## src/ubt_pkg.sv

```systemverilog
// Package for the serial channel with baud timer: register map, fields, reset values.
// Assumes a byte-wide register port with single-cycle read and write strobes.
package ubt_pkg;

  // Register offsets in the control register space.
  localparam logic [7:0] UBT_ADDR_DATA = 8'hf1;
  localparam logic [7:0] UBT_ADDR_STATUS = 8'hf2;
  localparam logic [7:0] UBT_ADDR_CONTROL = 8'hf3;
  localparam logic [7:0] UBT_ADDR_RATE = 8'hf4;

  // Reset values.
  localparam logic [7:0] UBT_RST_STATUS = 8'h02;
  localparam logic [7:0] UBT_RST_CONTROL = 8'h00;
  localparam logic [7:0] UBT_RST_RATE = 8'hff;

  // Control register field positions.
  localparam int UBT_CTL_TX_EN = 7;
  localparam int UBT_CTL_RX_EN = 6;
  localparam int UBT_CTL_FILT_EN = 5;
  localparam int UBT_CTL_PAR_EN = 4;
  localparam int UBT_CTL_PAR_ODD = 3;
  localparam int UBT_CTL_TWO_STOP = 2;

  // Status register field positions.
  localparam int UBT_ST_RX_VALID = 7;
  localparam int UBT_ST_FRAME_ERR = 6;
  localparam int UBT_ST_PAR_ERR = 5;
  localparam int UBT_ST_OVERRUN = 4;
  localparam int UBT_ST_BREAK = 3;
  localparam int UBT_ST_TX_EMPTY = 2;
  localparam int UBT_ST_TX_DONE = 1;

  // Timing: sixteen sub-bit ticks per bit, sample in the middle.
  localparam int UBT_OVERSAMPLE = 16;
  localparam logic [3:0] UBT_MID_TICK = 4'h7;
  localparam logic [3:0] UBT_LAST_TICK = 4'hf;
  localparam int UBT_DATA_BITS = 8;
  localparam int UBT_FIFO_DEPTH = 8;

  // Register read and write request travelling together.
  typedef struct packed {
    logic wr;
    logic rd;
    logic [7:0] addr;
    logic [7:0] wdata;
  } ubt_reg_req_s;

endpackage

```

## src/ubt_top.sv

```systemverilog
// Serial channel with an 8-bit baud generator that doubles as a timer.
// Assumes synchronous pins and a byte register port with one-cycle strobes.
//
// Contract
// - Eight data bits per character, least significant bit first, both ways.
// - Frame starts with a low start bit, ends with one or two high stops.
// - Optional parity generated on transmit and checked on receive, even or odd.
// - Control bit 4 enables parity; control bit 3 selects its sense.
// - Control bit 7 enables the transmitter; nothing is sent while clear.
// - Separate transmit and receive enables sharing one rate and format.
// - Channel keeps running during processor halt.
// - With both directions off, the baud generator acts as a timer with interrupt.
// - Baud generator is 8 bits, its count set by the rate register at F4.
// - Receive input has a noise filter switchable by software.
// - Status bit 2 reads 1 when the transmitter is enabled and its holding register is empty.
// - Byte written at F1 moves to the shift register and is sent.
// - Status bit 1 is 1 only after holding and shift registers finished.
// - Transmit and receive events raise separate interrupt requests.
// - Receiver reports framing, overrun and break conditions in status.
// - Reset: rate FF, control 00, status 02; data undefined.
// - One address: read gives last received byte, write gives next to send.
// - Control bit 6 enables receive; status bit 7 flags unread received data.
// - Framing error when the first stop bit samples 0; second never checked. A break (all bits 0) sets only the break flag; odd parity also sets parity error.
// - Overrun keeps the old byte and discards the new one.
// - Transmit-ready fires after the first bit leaves; data write clears bit 2.
`timescale 1ns/1ps
module ubt_top #(
  parameter int FIFO_DEPTH = ubt_pkg::UBT_FIFO_DEPTH
) (
  // Clock and reset.
  input wire logic ref_clk_i,
  input wire logic rst_i,
  // Register port.
  input wire logic reg_wr_i,
  input wire logic reg_rd_i,
  input wire logic [7:0] reg_addr_i,
  input wire logic [7:0] reg_wdata_i,
  output logic [7:0] reg_rdata_o,
  // Serial line.
  input wire logic rx_i,
  output logic tx_o,
  // Interrupt requests.
  output logic tx_irq_o,
  output logic rx_irq_o,
  output logic timer_irq_o
);
  typedef enum logic [4:0] {
    UBT_TX_IDLE = 5'h01,
    UBT_TX_START = 5'h02,
    UBT_TX_DATA = 5'h04,
    UBT_TX_PAR = 5'h08,
    UBT_TX_STOP = 5'h10
  } ubt_tx_state_e;

  typedef enum logic [4:0] {
    UBT_RX_IDLE = 5'h01,
    UBT_RX_START = 5'h02,
    UBT_RX_DATA = 5'h04,
    UBT_RX_PAR = 5'h08,
    UBT_RX_STOP = 5'h10
  } ubt_rx_state_e;

  ubt_pkg::ubt_reg_req_s req;
  logic [7:0] ctl_r;
  logic [7:0] rate_r;
  logic [7:0] brg_cnt_r;
  logic tick;
  logic tx_en;
  logic rx_en;
  logic tx_hold_full_r;
  logic [7:0] tx_hold_r;
  ubt_tx_state_e tx_st_r;
  logic [3:0] tx_sub_r;
  logic [2:0] tx_bit_r;
  logic [7:0] tx_sh_r;
  logic tx_stop2_r;
  logic tx_first_r;
  logic [2:0] filt_r;
  logic rx_line;
  logic rx_prev_r;
  ubt_rx_state_e rx_st_r;
  logic [3:0] rx_sub_r;
  logic [2:0] rx_bit_r;
  logic [7:0] rx_sh_r;
  logic rx_par_r;
  logic rx_all_zero_r;
  logic [7:0] rx_data_r;
  logic rx_valid_r;
  logic frame_err_r;
  logic par_err_r;
  logic overrun_r;
  logic break_r;
  logic ovr_pend_r;
  logic brk_pend_r;
  logic fifo_out_valid;
  logic fifo_out_ready;
  logic [7:0] fifo_out_data;
  logic fifo_in_ready;
  logic rx_done;
  logic [7:0] rx_byte;
  logic rx_frame_bad;
  logic rx_par_bad;
  logic rx_is_break;
  logic data_rd;
  logic data_wr;

  assign req = '{wr: reg_wr_i, rd: reg_rd_i, addr: reg_addr_i, wdata: reg_wdata_i};
  assign tx_en = ctl_r[ubt_pkg::UBT_CTL_TX_EN];
  assign rx_en = ctl_r[ubt_pkg::UBT_CTL_RX_EN];
  assign data_rd = req.rd && (req.addr == ubt_pkg::UBT_ADDR_DATA);
  assign data_wr = req.wr && (req.addr == ubt_pkg::UBT_ADDR_DATA);

  // Control and rate registers; no halt input exists, so the channel never stops.
  always_ff @(posedge ref_clk_i or posedge rst_i)
  begin
    if (rst_i)
    begin
      ctl_r <= ubt_pkg::UBT_RST_CONTROL;
      rate_r <= ubt_pkg::UBT_RST_RATE;
    end
    else if (req.wr && req.addr == ubt_pkg::UBT_ADDR_CONTROL)
    begin
      ctl_r <= req.wdata;
    end
    else if (req.wr && req.addr == ubt_pkg::UBT_ADDR_RATE)
    begin
      rate_r <= req.wdata;
    end
  end

  // Baud generator: one tick every rate+1 clocks, shared by both directions.
  always_ff @(posedge ref_clk_i or posedge rst_i)
  begin
    if (rst_i)
    begin
      brg_cnt_r <= 8'hff;
    end
    else
    begin
      brg_cnt_r <= (brg_cnt_r == 8'h00) ? rate_r : brg_cnt_r - 8'h01;
    end
  end
  assign tick = (brg_cnt_r == 8'h00);

  // Transmit holding register; a write while full overwrites the pending byte.
  always_ff @(posedge ref_clk_i or posedge rst_i)
  begin
    if (rst_i)
    begin
      tx_hold_full_r <= 1'b0;
      tx_hold_r <= 8'h00;
    end
    else if (data_wr && tx_en)
    begin
      tx_hold_full_r <= 1'b1;
      tx_hold_r <= req.wdata;
    end
    else if (tx_st_r == UBT_TX_IDLE && tx_hold_full_r && tick)
    begin
      tx_hold_full_r <= 1'b0;
    end
  end

  // Transmit shifter; the line idles high and each bit lasts sixteen ticks.
  always_ff @(posedge ref_clk_i or posedge rst_i)
  begin
    if (rst_i)
    begin
      tx_st_r <= UBT_TX_IDLE;
      tx_sub_r <= 4'h0;
      tx_bit_r <= 3'h0;
      tx_sh_r <= 8'h00;
      tx_stop2_r <= 1'b0;
      tx_o <= 1'b1;
      tx_first_r <= 1'b0;
    end
    else if (!tx_en)
    begin
      tx_st_r <= UBT_TX_IDLE;
      tx_o <= 1'b1;
      tx_first_r <= 1'b0;
    end
    else if (tick)
    begin
      tx_first_r <= 1'b0;
      tx_sub_r <= tx_sub_r + 4'h1;
      case (tx_st_r)
        UBT_TX_IDLE:
        begin
          if (tx_hold_full_r)
          begin
            tx_sh_r <= tx_hold_r;
            tx_st_r <= UBT_TX_START;
            tx_sub_r <= 4'h0;
            tx_o <= 1'b0;
          end
        end
        UBT_TX_START:
        begin
          if (tx_sub_r == ubt_pkg::UBT_LAST_TICK)
          begin
            tx_st_r <= UBT_TX_DATA;
            tx_bit_r <= 3'h0;
            tx_o <= tx_sh_r[0];
            tx_first_r <= 1'b1;
          end
        end
        UBT_TX_DATA:
        begin
          if (tx_sub_r == ubt_pkg::UBT_LAST_TICK)
          begin
            if (tx_bit_r == 3'h7)
            begin
              if (ctl_r[ubt_pkg::UBT_CTL_PAR_EN])
              begin
                tx_st_r <= UBT_TX_PAR;
                tx_o <= ^tx_sh_r ^ ctl_r[ubt_pkg::UBT_CTL_PAR_ODD];
              end
              else
              begin
                tx_st_r <= UBT_TX_STOP;
                tx_o <= 1'b1;
              end
              tx_stop2_r <= ctl_r[ubt_pkg::UBT_CTL_TWO_STOP];
            end
            else
            begin
              tx_bit_r <= tx_bit_r + 3'h1;
              tx_o <= tx_sh_r[tx_bit_r + 3'h1];
            end
          end
        end
        UBT_TX_PAR:
        begin
          if (tx_sub_r == ubt_pkg::UBT_LAST_TICK)
          begin
            tx_st_r <= UBT_TX_STOP;
            tx_o <= 1'b1;
          end
        end
        UBT_TX_STOP:
        begin
          if (tx_sub_r == ubt_pkg::UBT_LAST_TICK)
          begin
            if (tx_stop2_r)
            begin
              tx_stop2_r <= 1'b0;
            end
            else
            begin
              tx_st_r <= UBT_TX_IDLE;
            end
          end
        end
        default:
        begin
          tx_st_r <= UBT_TX_IDLE;
        end
      endcase
    end
  end

  // Noise filter: majority of three registered samples when enabled, the newest registered sample alone otherwise.
  always_ff @(posedge ref_clk_i or posedge rst_i)
  begin
    if (rst_i)
    begin
      filt_r <= 3'h7;
      rx_prev_r <= 1'b1;
    end
    else
    begin
      filt_r <= {filt_r[1:0], rx_i};
      rx_prev_r <= rx_line;
    end
  end
  assign rx_line = ctl_r[ubt_pkg::UBT_CTL_FILT_EN] ?
                   ((filt_r[0] & filt_r[1]) | (filt_r[1] & filt_r[2]) | (filt_r[0] & filt_r[2]))
                   : filt_r[0];

  // Receive sampler: a falling edge restarts timing, bits taken at mid-bit.
  always_ff @(posedge ref_clk_i or posedge rst_i)
  begin
    if (rst_i)
    begin
      rx_st_r <= UBT_RX_IDLE;
      rx_sub_r <= 4'h0;
      rx_bit_r <= 3'h0;
      rx_sh_r <= 8'h00;
      rx_par_r <= 1'b0;
      rx_all_zero_r <= 1'b0;
    end
    else if (!rx_en)
    begin
      rx_st_r <= UBT_RX_IDLE;
    end
    else if (rx_st_r == UBT_RX_IDLE)
    begin
      if (rx_prev_r && !rx_line)
      begin
        rx_st_r <= UBT_RX_START;
        rx_sub_r <= 4'h0;
      end
    end
    else if (tick)
    begin
      rx_sub_r <= rx_sub_r + 4'h1;
      if (rx_sub_r == ubt_pkg::UBT_MID_TICK)
      begin
        case (rx_st_r)
          UBT_RX_START:
          begin
            rx_st_r <= rx_line ? UBT_RX_IDLE : UBT_RX_DATA;
            rx_bit_r <= 3'h0;
            rx_all_zero_r <= 1'b1;
          end
          UBT_RX_DATA:
          begin
            rx_sh_r <= {rx_line, rx_sh_r[7:1]};
            rx_all_zero_r <= rx_all_zero_r & ~rx_line;
            rx_bit_r <= rx_bit_r + 3'h1;
            if (rx_bit_r == 3'h7)
            begin
              rx_st_r <= ctl_r[ubt_pkg::UBT_CTL_PAR_EN] ? UBT_RX_PAR : UBT_RX_STOP;
            end
          end
          UBT_RX_PAR:
          begin
            rx_par_r <= rx_line;
            rx_all_zero_r <= rx_all_zero_r & ~rx_line;
            rx_st_r <= UBT_RX_STOP;
          end
          UBT_RX_STOP:
          begin
            rx_st_r <= UBT_RX_IDLE;
          end
          default:
          begin
            rx_st_r <= UBT_RX_IDLE;
          end
        endcase
      end
    end
  end

  // Character end is the mid-point of the first stop bit.
  assign rx_done = rx_en && tick && rx_st_r == UBT_RX_STOP && rx_sub_r == ubt_pkg::UBT_MID_TICK;
  assign rx_frame_bad = !rx_line;
  assign rx_is_break = rx_all_zero_r && !rx_line;
  assign rx_par_bad = ctl_r[ubt_pkg::UBT_CTL_PAR_EN] &&
                      (rx_par_r != (^rx_sh_r ^ ctl_r[ubt_pkg::UBT_CTL_PAR_ODD]));

  // Received characters queue here so the data register sees them in order.
  ubt_fifo #(
    .WIDTH(8),
    .DEPTH(FIFO_DEPTH)
  ) u_rx_fifo (
    .ref_clk_i(ref_clk_i),
    .rst_i(rst_i),
    .in_valid_i(rx_done && !rx_is_break),
    .in_ready_o(fifo_in_ready),
    .in_data_i(rx_sh_r),
    .out_valid_o(fifo_out_valid),
    .out_ready_i(fifo_out_ready),
    .out_data_o(fifo_out_data)
  );
  assign rx_byte = fifo_out_data;
  assign fifo_out_ready = !rx_valid_r || data_rd;

  // Receive data register and error flags; set wins over a clearing read.
  always_ff @(posedge ref_clk_i or posedge rst_i)
  begin
    if (rst_i)
    begin
      rx_data_r <= 8'h00;
      rx_valid_r <= 1'b0;
      frame_err_r <= 1'b0;
      par_err_r <= 1'b0;
      overrun_r <= 1'b0;
      break_r <= 1'b0;
      ovr_pend_r <= 1'b0;
      brk_pend_r <= 1'b0;
    end
    else
    begin
      if (fifo_out_valid && fifo_out_ready)
      begin
        rx_data_r <= rx_byte;
        rx_valid_r <= 1'b1;
      end
      else if (data_rd)
      begin
        rx_valid_r <= 1'b0;
      end
      if (data_rd)
      begin
        frame_err_r <= 1'b0;
        par_err_r <= 1'b0;
        overrun_r <= ovr_pend_r;
        break_r <= brk_pend_r;
        ovr_pend_r <= 1'b0;
        brk_pend_r <= 1'b0;
      end
      // A clearing read in the same cycle drops the old flag but never the new event.
      if (rx_done)
      begin
        frame_err_r <= (frame_err_r & ~data_rd) | (rx_frame_bad & ~rx_is_break);
        par_err_r <= (par_err_r & ~data_rd) | rx_par_bad;
        if (rx_is_break)
        begin
          if (rx_valid_r && !data_rd)
          begin
            brk_pend_r <= 1'b1;
          end
          else
          begin
            break_r <= 1'b1;
          end
        end
        else if (!fifo_in_ready)
        begin
          ovr_pend_r <= 1'b1;
        end
      end
    end
  end

  // Register read mux; registered so the read data stands from a flip-flop.
  // A disabled transmitter drops written bytes, so the holder only reads empty while enabled.
  always_ff @(posedge ref_clk_i or posedge rst_i)
  begin
    if (rst_i)
    begin
      reg_rdata_o <= 8'h00;
    end
    else
    begin
      case (req.addr)
        ubt_pkg::UBT_ADDR_DATA: reg_rdata_o <= rx_data_r;
        ubt_pkg::UBT_ADDR_STATUS: reg_rdata_o <= {rx_valid_r, frame_err_r, par_err_r,
          overrun_r, break_r, tx_en && !tx_hold_full_r,
          !tx_hold_full_r && tx_st_r == UBT_TX_IDLE, 1'b0};
        ubt_pkg::UBT_ADDR_CONTROL: reg_rdata_o <= ctl_r;
        ubt_pkg::UBT_ADDR_RATE: reg_rdata_o <= rate_r;
        default: reg_rdata_o <= 8'h00;
      endcase
    end
  end

  // Transmit and receive requests as levels; the timer request is a one-clock pulse per tick.
  always_ff @(posedge ref_clk_i or posedge rst_i)
  begin
    if (rst_i)
    begin
      tx_irq_o <= 1'b0;
      rx_irq_o <= 1'b0;
      timer_irq_o <= 1'b0;
    end
    else
    begin
      // A data write beats the idle level, or it could never clear the request.
      if (tx_first_r)
      begin
        tx_irq_o <= 1'b1;
      end
      else if (data_wr || !tx_en)
      begin
        tx_irq_o <= 1'b0;
      end
      else if (!tx_hold_full_r && tx_st_r == UBT_TX_IDLE)
      begin
        tx_irq_o <= 1'b1;
      end
      rx_irq_o <= rx_valid_r | frame_err_r | par_err_r | overrun_r | break_r;
      timer_irq_o <= !tx_en && !rx_en && tick;
    end
  end
endmodule

```

## src/ubt_fifo.sv

```systemverilog
// Small synchronous FIFO with valid and ready on both sides.
// Assumes a single clock and an asynchronous active-high reset.
`timescale 1ns/1ps
module ubt_fifo #(
  parameter int WIDTH = 8,
  parameter int DEPTH = 8
) (
  // Clock and reset.
  input wire logic ref_clk_i,
  input wire logic rst_i,
  // Filling side.
  input wire logic in_valid_i,
  output logic in_ready_o,
  input wire logic [WIDTH-1:0] in_data_i,
  // Draining side.
  output logic out_valid_o,
  input wire logic out_ready_i,
  output logic [WIDTH-1:0] out_data_o
);
  localparam int AW = $clog2(DEPTH);

  logic [WIDTH-1:0] mem [DEPTH];
  logic [AW-1:0] wptr_r;
  logic [AW-1:0] rptr_r;
  logic [AW:0] count_r;
  logic push;
  logic pop;

  // Full and empty come straight from the occupancy count.
  assign in_ready_o = (count_r != (AW+1)'(DEPTH));
  assign out_valid_o = (count_r != '0);
  assign out_data_o = mem[rptr_r];
  assign push = in_valid_i && in_ready_o;
  assign pop = out_valid_o && out_ready_i;

  // Storage has no reset; only the pointers and the count need a defined value.
  always_ff @(posedge ref_clk_i)
  begin
    if (push)
    begin
      mem[wptr_r] <= in_data_i;
    end
  end

  // Pointers wrap at the depth, which need not be a power of two.
  always_ff @(posedge ref_clk_i or posedge rst_i)
  begin
    if (rst_i)
    begin
      wptr_r <= '0;
      rptr_r <= '0;
      count_r <= '0;
    end
    else
    begin
      if (push)
      begin
        wptr_r <= (wptr_r == AW'(DEPTH - 1)) ? '0 : wptr_r + 1'b1;
      end
      if (pop)
      begin
        rptr_r <= (rptr_r == AW'(DEPTH - 1)) ? '0 : rptr_r + 1'b1;
      end
      count_r <= count_r + (AW+1)'(push) - (AW+1)'(pop);
    end
  end
endmodule

```

## config.mk

```make
export PLATFORM = sky130hd
export DESIGN_NAME = ubt_top
export DESIGN_NICKNAME = d
export VERILOG_FILES = /design/src/ubt_pkg.sv /design/src/ubt_top.sv /design/src/ubt_fifo.sv
export SDC_FILE = /design/constraint.sdc
export NUM_CORES = 1
export LEC_CHECK = 0
export BUFFER_PORTS_ARGS = -buffer_cell sky130_fd_sc_hd__buf_2
export CORE_MARGIN = 2
export CORE_UTILIZATION = 30
export DETAILED_ROUTE_END_ITERATION = 12
export PLACE_DENSITY = 0.42
export SLEW_MARGIN = 25
export SYNTH_ARGS = -nofsm -noshare
export SYNTH_HDL_FRONTEND = slang
export SYNTH_SLANG_ARGS = --single-unit
```

## constraint.sdc

```tcl
create_clock -name ref_clk_i -period 8.7 [get_ports ref_clk_i]
set_clock_uncertainty 0.2 [all_clocks]
set_input_delay 1.74 -clock ref_clk_i [delete_from_list [all_inputs] [get_ports ref_clk_i]]
set_output_delay 1.74 -clock ref_clk_i [all_outputs]
set_load 0.02 [all_outputs]
```

==> out/qor.csv <==
stage,metric,value,unit
outcome,status,"complete, no violations",
routing,drtPass1Iterations,4,
yosys,biggest_area_contributors_in_the_synthesized_netlist,"sky130_fd_sc_hd__dfrtp_1 28%, sky130_fd_sc_hd__edfxtp_1 23%, sky130_fd_sc_hd__dfstp_2 7.2%, sky130_fd_sc_hd__mux2_2 7.1%, sky130_fd_sc_hd__mux4_2 4.6%",
worst_setup_path,worstSetupPathDepth,12,
routing,route.detailed.vias_per_inst,4.91,
sta,fmaxAchievable,0.220,GHz
power_and_ir_drop,finalPower,1.96,mW
die,die_w,171,um
worst_setup_path,cp-end-kind,flop,
yosys,netlist-cell-type-count,70,
clocking,postCtsResizedCells,0,
clocking,numCtsBuffers,17,
worst_setup_path,crit_top_cell,sky130_fd_sc_hd__inv_1,
die,core,0.0277,sq mm
cells_and_area,fin_cells,1053,
worst_setup_path,crit_required,8.81,ns
die,row_count,61,
power_and_ir_drop,power_frac_comb,0.095,
power_and_ir_drop,net-switching-power,531,uW
sta,maxSlewViolCount,0,
global_route,via_count_of_the_first_global_routing_pass,5217,
placement,dp.cells,1021,
yosys,netlist.top_cell.by_area,sky130_fd_sc_hd__dfrtp_1,
yosys,post-synth-top-count-cell,sky130_fd_sc_hd__dfrtp_1,
power_and_ir_drop,power.ir.vdd_worst,0.000135,V
clocking,ctsRootBufferMaster,sky130_fd_sc_hd__clkbuf_16,
die,design.portCount,33,
clocking,tritoncts_clock_tree,done,
yosys,post_synthesis_cells,636,
clocking,insertion_delay,0.43,ns
die,design.die.area,0.0294,sq mm
sta,tightest_slew,0.945,ns
cells_and_area,antenna-diode-count,0,
yosys,netlist.area_leader.share,0.283,
clocking,cts.reportedPaths.clkPinSlew,0.07,ns
power_and_ir_drop,power.switching_fraction,0.270,
cells_and_area,final_stage_net_count,702,
placement,routabilityCongestion,0.802,
hold_path,min_path_cells,0,
sta,rsz0062_at_grt,no,
clocking,clock_sink_count,182,
cells_and_area,drive_above_1_share,0.280,
clocking,htree_levels,4,
clocking,cts.path.max_buffers,2,
sta,final_setup_vio_count,0,
yosys,syn-mean-instance-area,13.2,sq um
sta,slew_limit_headroom,0.367,
power_and_ir_drop,static-leakage-power,3.68,nW
die,die_y,171,um
flow_run,cap_viol_max_count,0,
global_route,grt_first_pass_wirelength,30.5,mm
worst_setup_path,crit_type,primary input to flop,
worst_setup_path,reg2regPathDepth,8,
routing,detail_route.drc_violations,0,
yosys,post_synth_instance_area,0.00841,sq mm
cells_and_area,final_core_utilization,0.345,
routing,dr.first_iter.drc_count,379,
sta,final.setup.tns,0,ns
power_and_ir_drop,proportion_of_power_drawn_by_flip_flops_and_latches,0.505,
clocking,ctsHoldBuffers,0,
routing,drt.antenna.violating_nets,0,
power_and_ir_drop,power.share.clock,0.401,
sta,finalCritPeriodShare,0.521,
worst_setup_path,family_with_the_most_delay_on_the_worst_path,simple AND/OR/NAND/NOR gates,
global_route,grt.overflow.total,0,
worst_setup_path,critical_path.n_buffers_inverters,4,
sta,finalWorstPathRequiredPeriod,4.54,ns
yosys,synth_top_flop_cell,sky130_fd_sc_hd__dfrtp_1,
worst_setup_path,critical_path_arrival,4.65,ns
worst_setup_path,crit_path_cell_trace,buf_2 > nor2b_1 > nor3b_2 > nand3b_2 > a22o_1 > inv_1 > ha_1 > inv_1 > ha_1 > inv_1 > fa_1 > xnor2_1,
power_and_ir_drop,cellInternalPower,1.43,mW
cells_and_area,syn2layout_area_growth,13.8,%
yosys,ys_seq_elements,182,
sta,final.hold.worst_slack,0.166,ns
yosys,asyncSetResetFlopFracSynth,0.648,
global_route,grt_antenna_before_repair,0,
yosys,yosys-top-cells-count,"95 x sky130_fd_sc_hd__dfrtp_1, 64 x sky130_fd_sc_hd__edfxtp_1, 53 x sky130_fd_sc_hd__mux2_2",
routing,routed-via-count,5166,
yosys,ys_seq_area_frac,0.583,
yosys,synth_edf_count,64,
worst_setup_path,critPathMaxStageDelay,0.54,ns
worst_setup_path,timing.critical_path.fanout_max,12,
worst_setup_path,crit_path_start_kind,primary input,
worst_setup_path,critPathSlowestCell,sky130_fd_sc_hd__nor2b_1,
sta,timing.final.hold_violations,0,
routing,wl_per_cell,18.6,um
placement,io_buffers,32,
power_and_ir_drop,power_per_cell_area,205,mW/mm^2
clocking,cts_setup_buffers,0,
yosys,ys.warnings.count,0,
yosys,postSynthNetCount,676,
hold_path,min-delay-path-class,flop to flop,
global_route,grt_max_degree,73,
placement,place.detailed.hpwl,13.6,mm
routing,drt_wl_total,19.6,mm
global_route,globalRouteTotalUtil,0.140,
die,initial_core_utilization,0.303,
-- cells by family (layout without fill, tap and decap cells) --
logic type / after synthesis / count (layout) / share of synthesized area
AO/OA/AOI/OAI: 102 / 102 / 0.0848
XOR/XNOR: 26 / 26 / 0.0287
adder cells (fa/ha/maj): 19 / 19 / 0.0292
buffers and inverters: 55 / 94 / 0.0280
flip-flops: 182 / 182 / 0.583
multiplexers: 84 / 84 / 0.138
AND/OR/NAND/NOR: 168 / 168 / 0.108
-- final cells by class --
class / count / area (sq um)
well taps: 378 / 473
multi-input cells: 399 / 3300
repair buffers: 34 / 179
fillers: 2707 / 18100
flip-flops and latches: 182 / 4900
clock buffers: 18 / 429
inverters: 28 / 108
clock inverters: 14 / 171
-- path summary, 6_finish.rpt --
kind / end / slack (ns) / startpoint
min: filt_r[2]$_DFF_PP1_ / 0.17 / filt_r[1]$_DFF_PP1_
min reg2reg: filt_r[2]$_DFF_PP1_ / 0.17 / filt_r[1]$_DFF_PP1_
min in group asynchronous: tx_stop2_r$_DFFE_PP0P_ / 1.18 / rst_i
max in group asynchronous: rx_sh_r[0]$_DFFE_PP0P_ / 5.98 / rst_i
max reg2reg: u_rx_fifo.mem[3][7]$_DFFE_PP_ / 4.93 / brg_cnt_r[0]$_DFF_PP1_
max: u_rx_fifo.count_r[2]$_DFF_PP0_ / 4.16 / reg_addr_i[0]
-- per-layer routing --
layer | wire, um | track usage | up-vias
met2 | 9040 | 0.214 | 101
li1 | - | - | 2415
met5 | 0 | 0 | -
met3 | 659 | 0.0272 | 14
met4 | 201 | 0.0416 | 0
met1 | 9700 | 0.200 | 2636
-- sequential cells by signal, summed over array words and instances, names as in the netlist, 3 cells and up --
name	flops
brg_cnt_r	8
ctl_r	8
filt_r	3
rate_r	8
reg_rdata_o	8
rx_bit_r	3
rx_data_r	8
rx_sh_r	8
rx_st_r	5
rx_sub_r	4
tx_bit_r	3
tx_hold_r	8
tx_sh_r	8
tx_st_r	5
tx_sub_r	4
u_rx_fifo.count_r	4
u_rx_fifo.mem	64
u_rx_fifo.rptr_r	3
u_rx_fifo.wptr_r	3
-- cells in the final DEF, fill, tap and decap left out, drive strengths merged, types with 7 or more instances in the layout --
| master | n |
|---|---|
| nor2b | 8 |
| dfrtp | 95 |
| mux4 | 17 |
| mux2 | 61 |
| nand3 | 23 |
| ha | 18 |
| nand2 | 34 |
| xnor2 | 18 |
| clkbuf | 18 |
| nor2 | 38 |
| xor2 | 7 |
| nand2b | 8 |
| dfstp | 23 |
| inv | 37 |
| nor3 | 13 |
| edfxtp | 64 |
| a22oi | 9 |
| o21ai | 27 |
| buf | 34 |
| nor3b | 8 |
| a21oi | 16 |
-- through the flow --
stage / worst slack, ns / instance area [sq um]
2_1_floorplan: 3.67 / 8410
3_3_place_gp: 3.87 / 8960
3_5_place_dp: 3.73 / 8960
4_1_cts: 4.18 / 9560
5_1_grt: 3.95 / 9560
6_report: 4.16 / 9560
-- power by group through the flow --
stage | clock [mW] | combinational [mW] | sequential, mW
after global placement | 0 | 0.184 | 1.00
after floorplan | 0 | 0.144 | 0.987
final | 0.787 | 0.186 | 0.991
after CTS | 0.808 | 0.189 | 0.991
after detailed placement | 0 | 0.186 | 1.01
after global routing | 0.841 | 0.213 | 0.996
No activity file was read; power rests on OpenSTA's default activity.
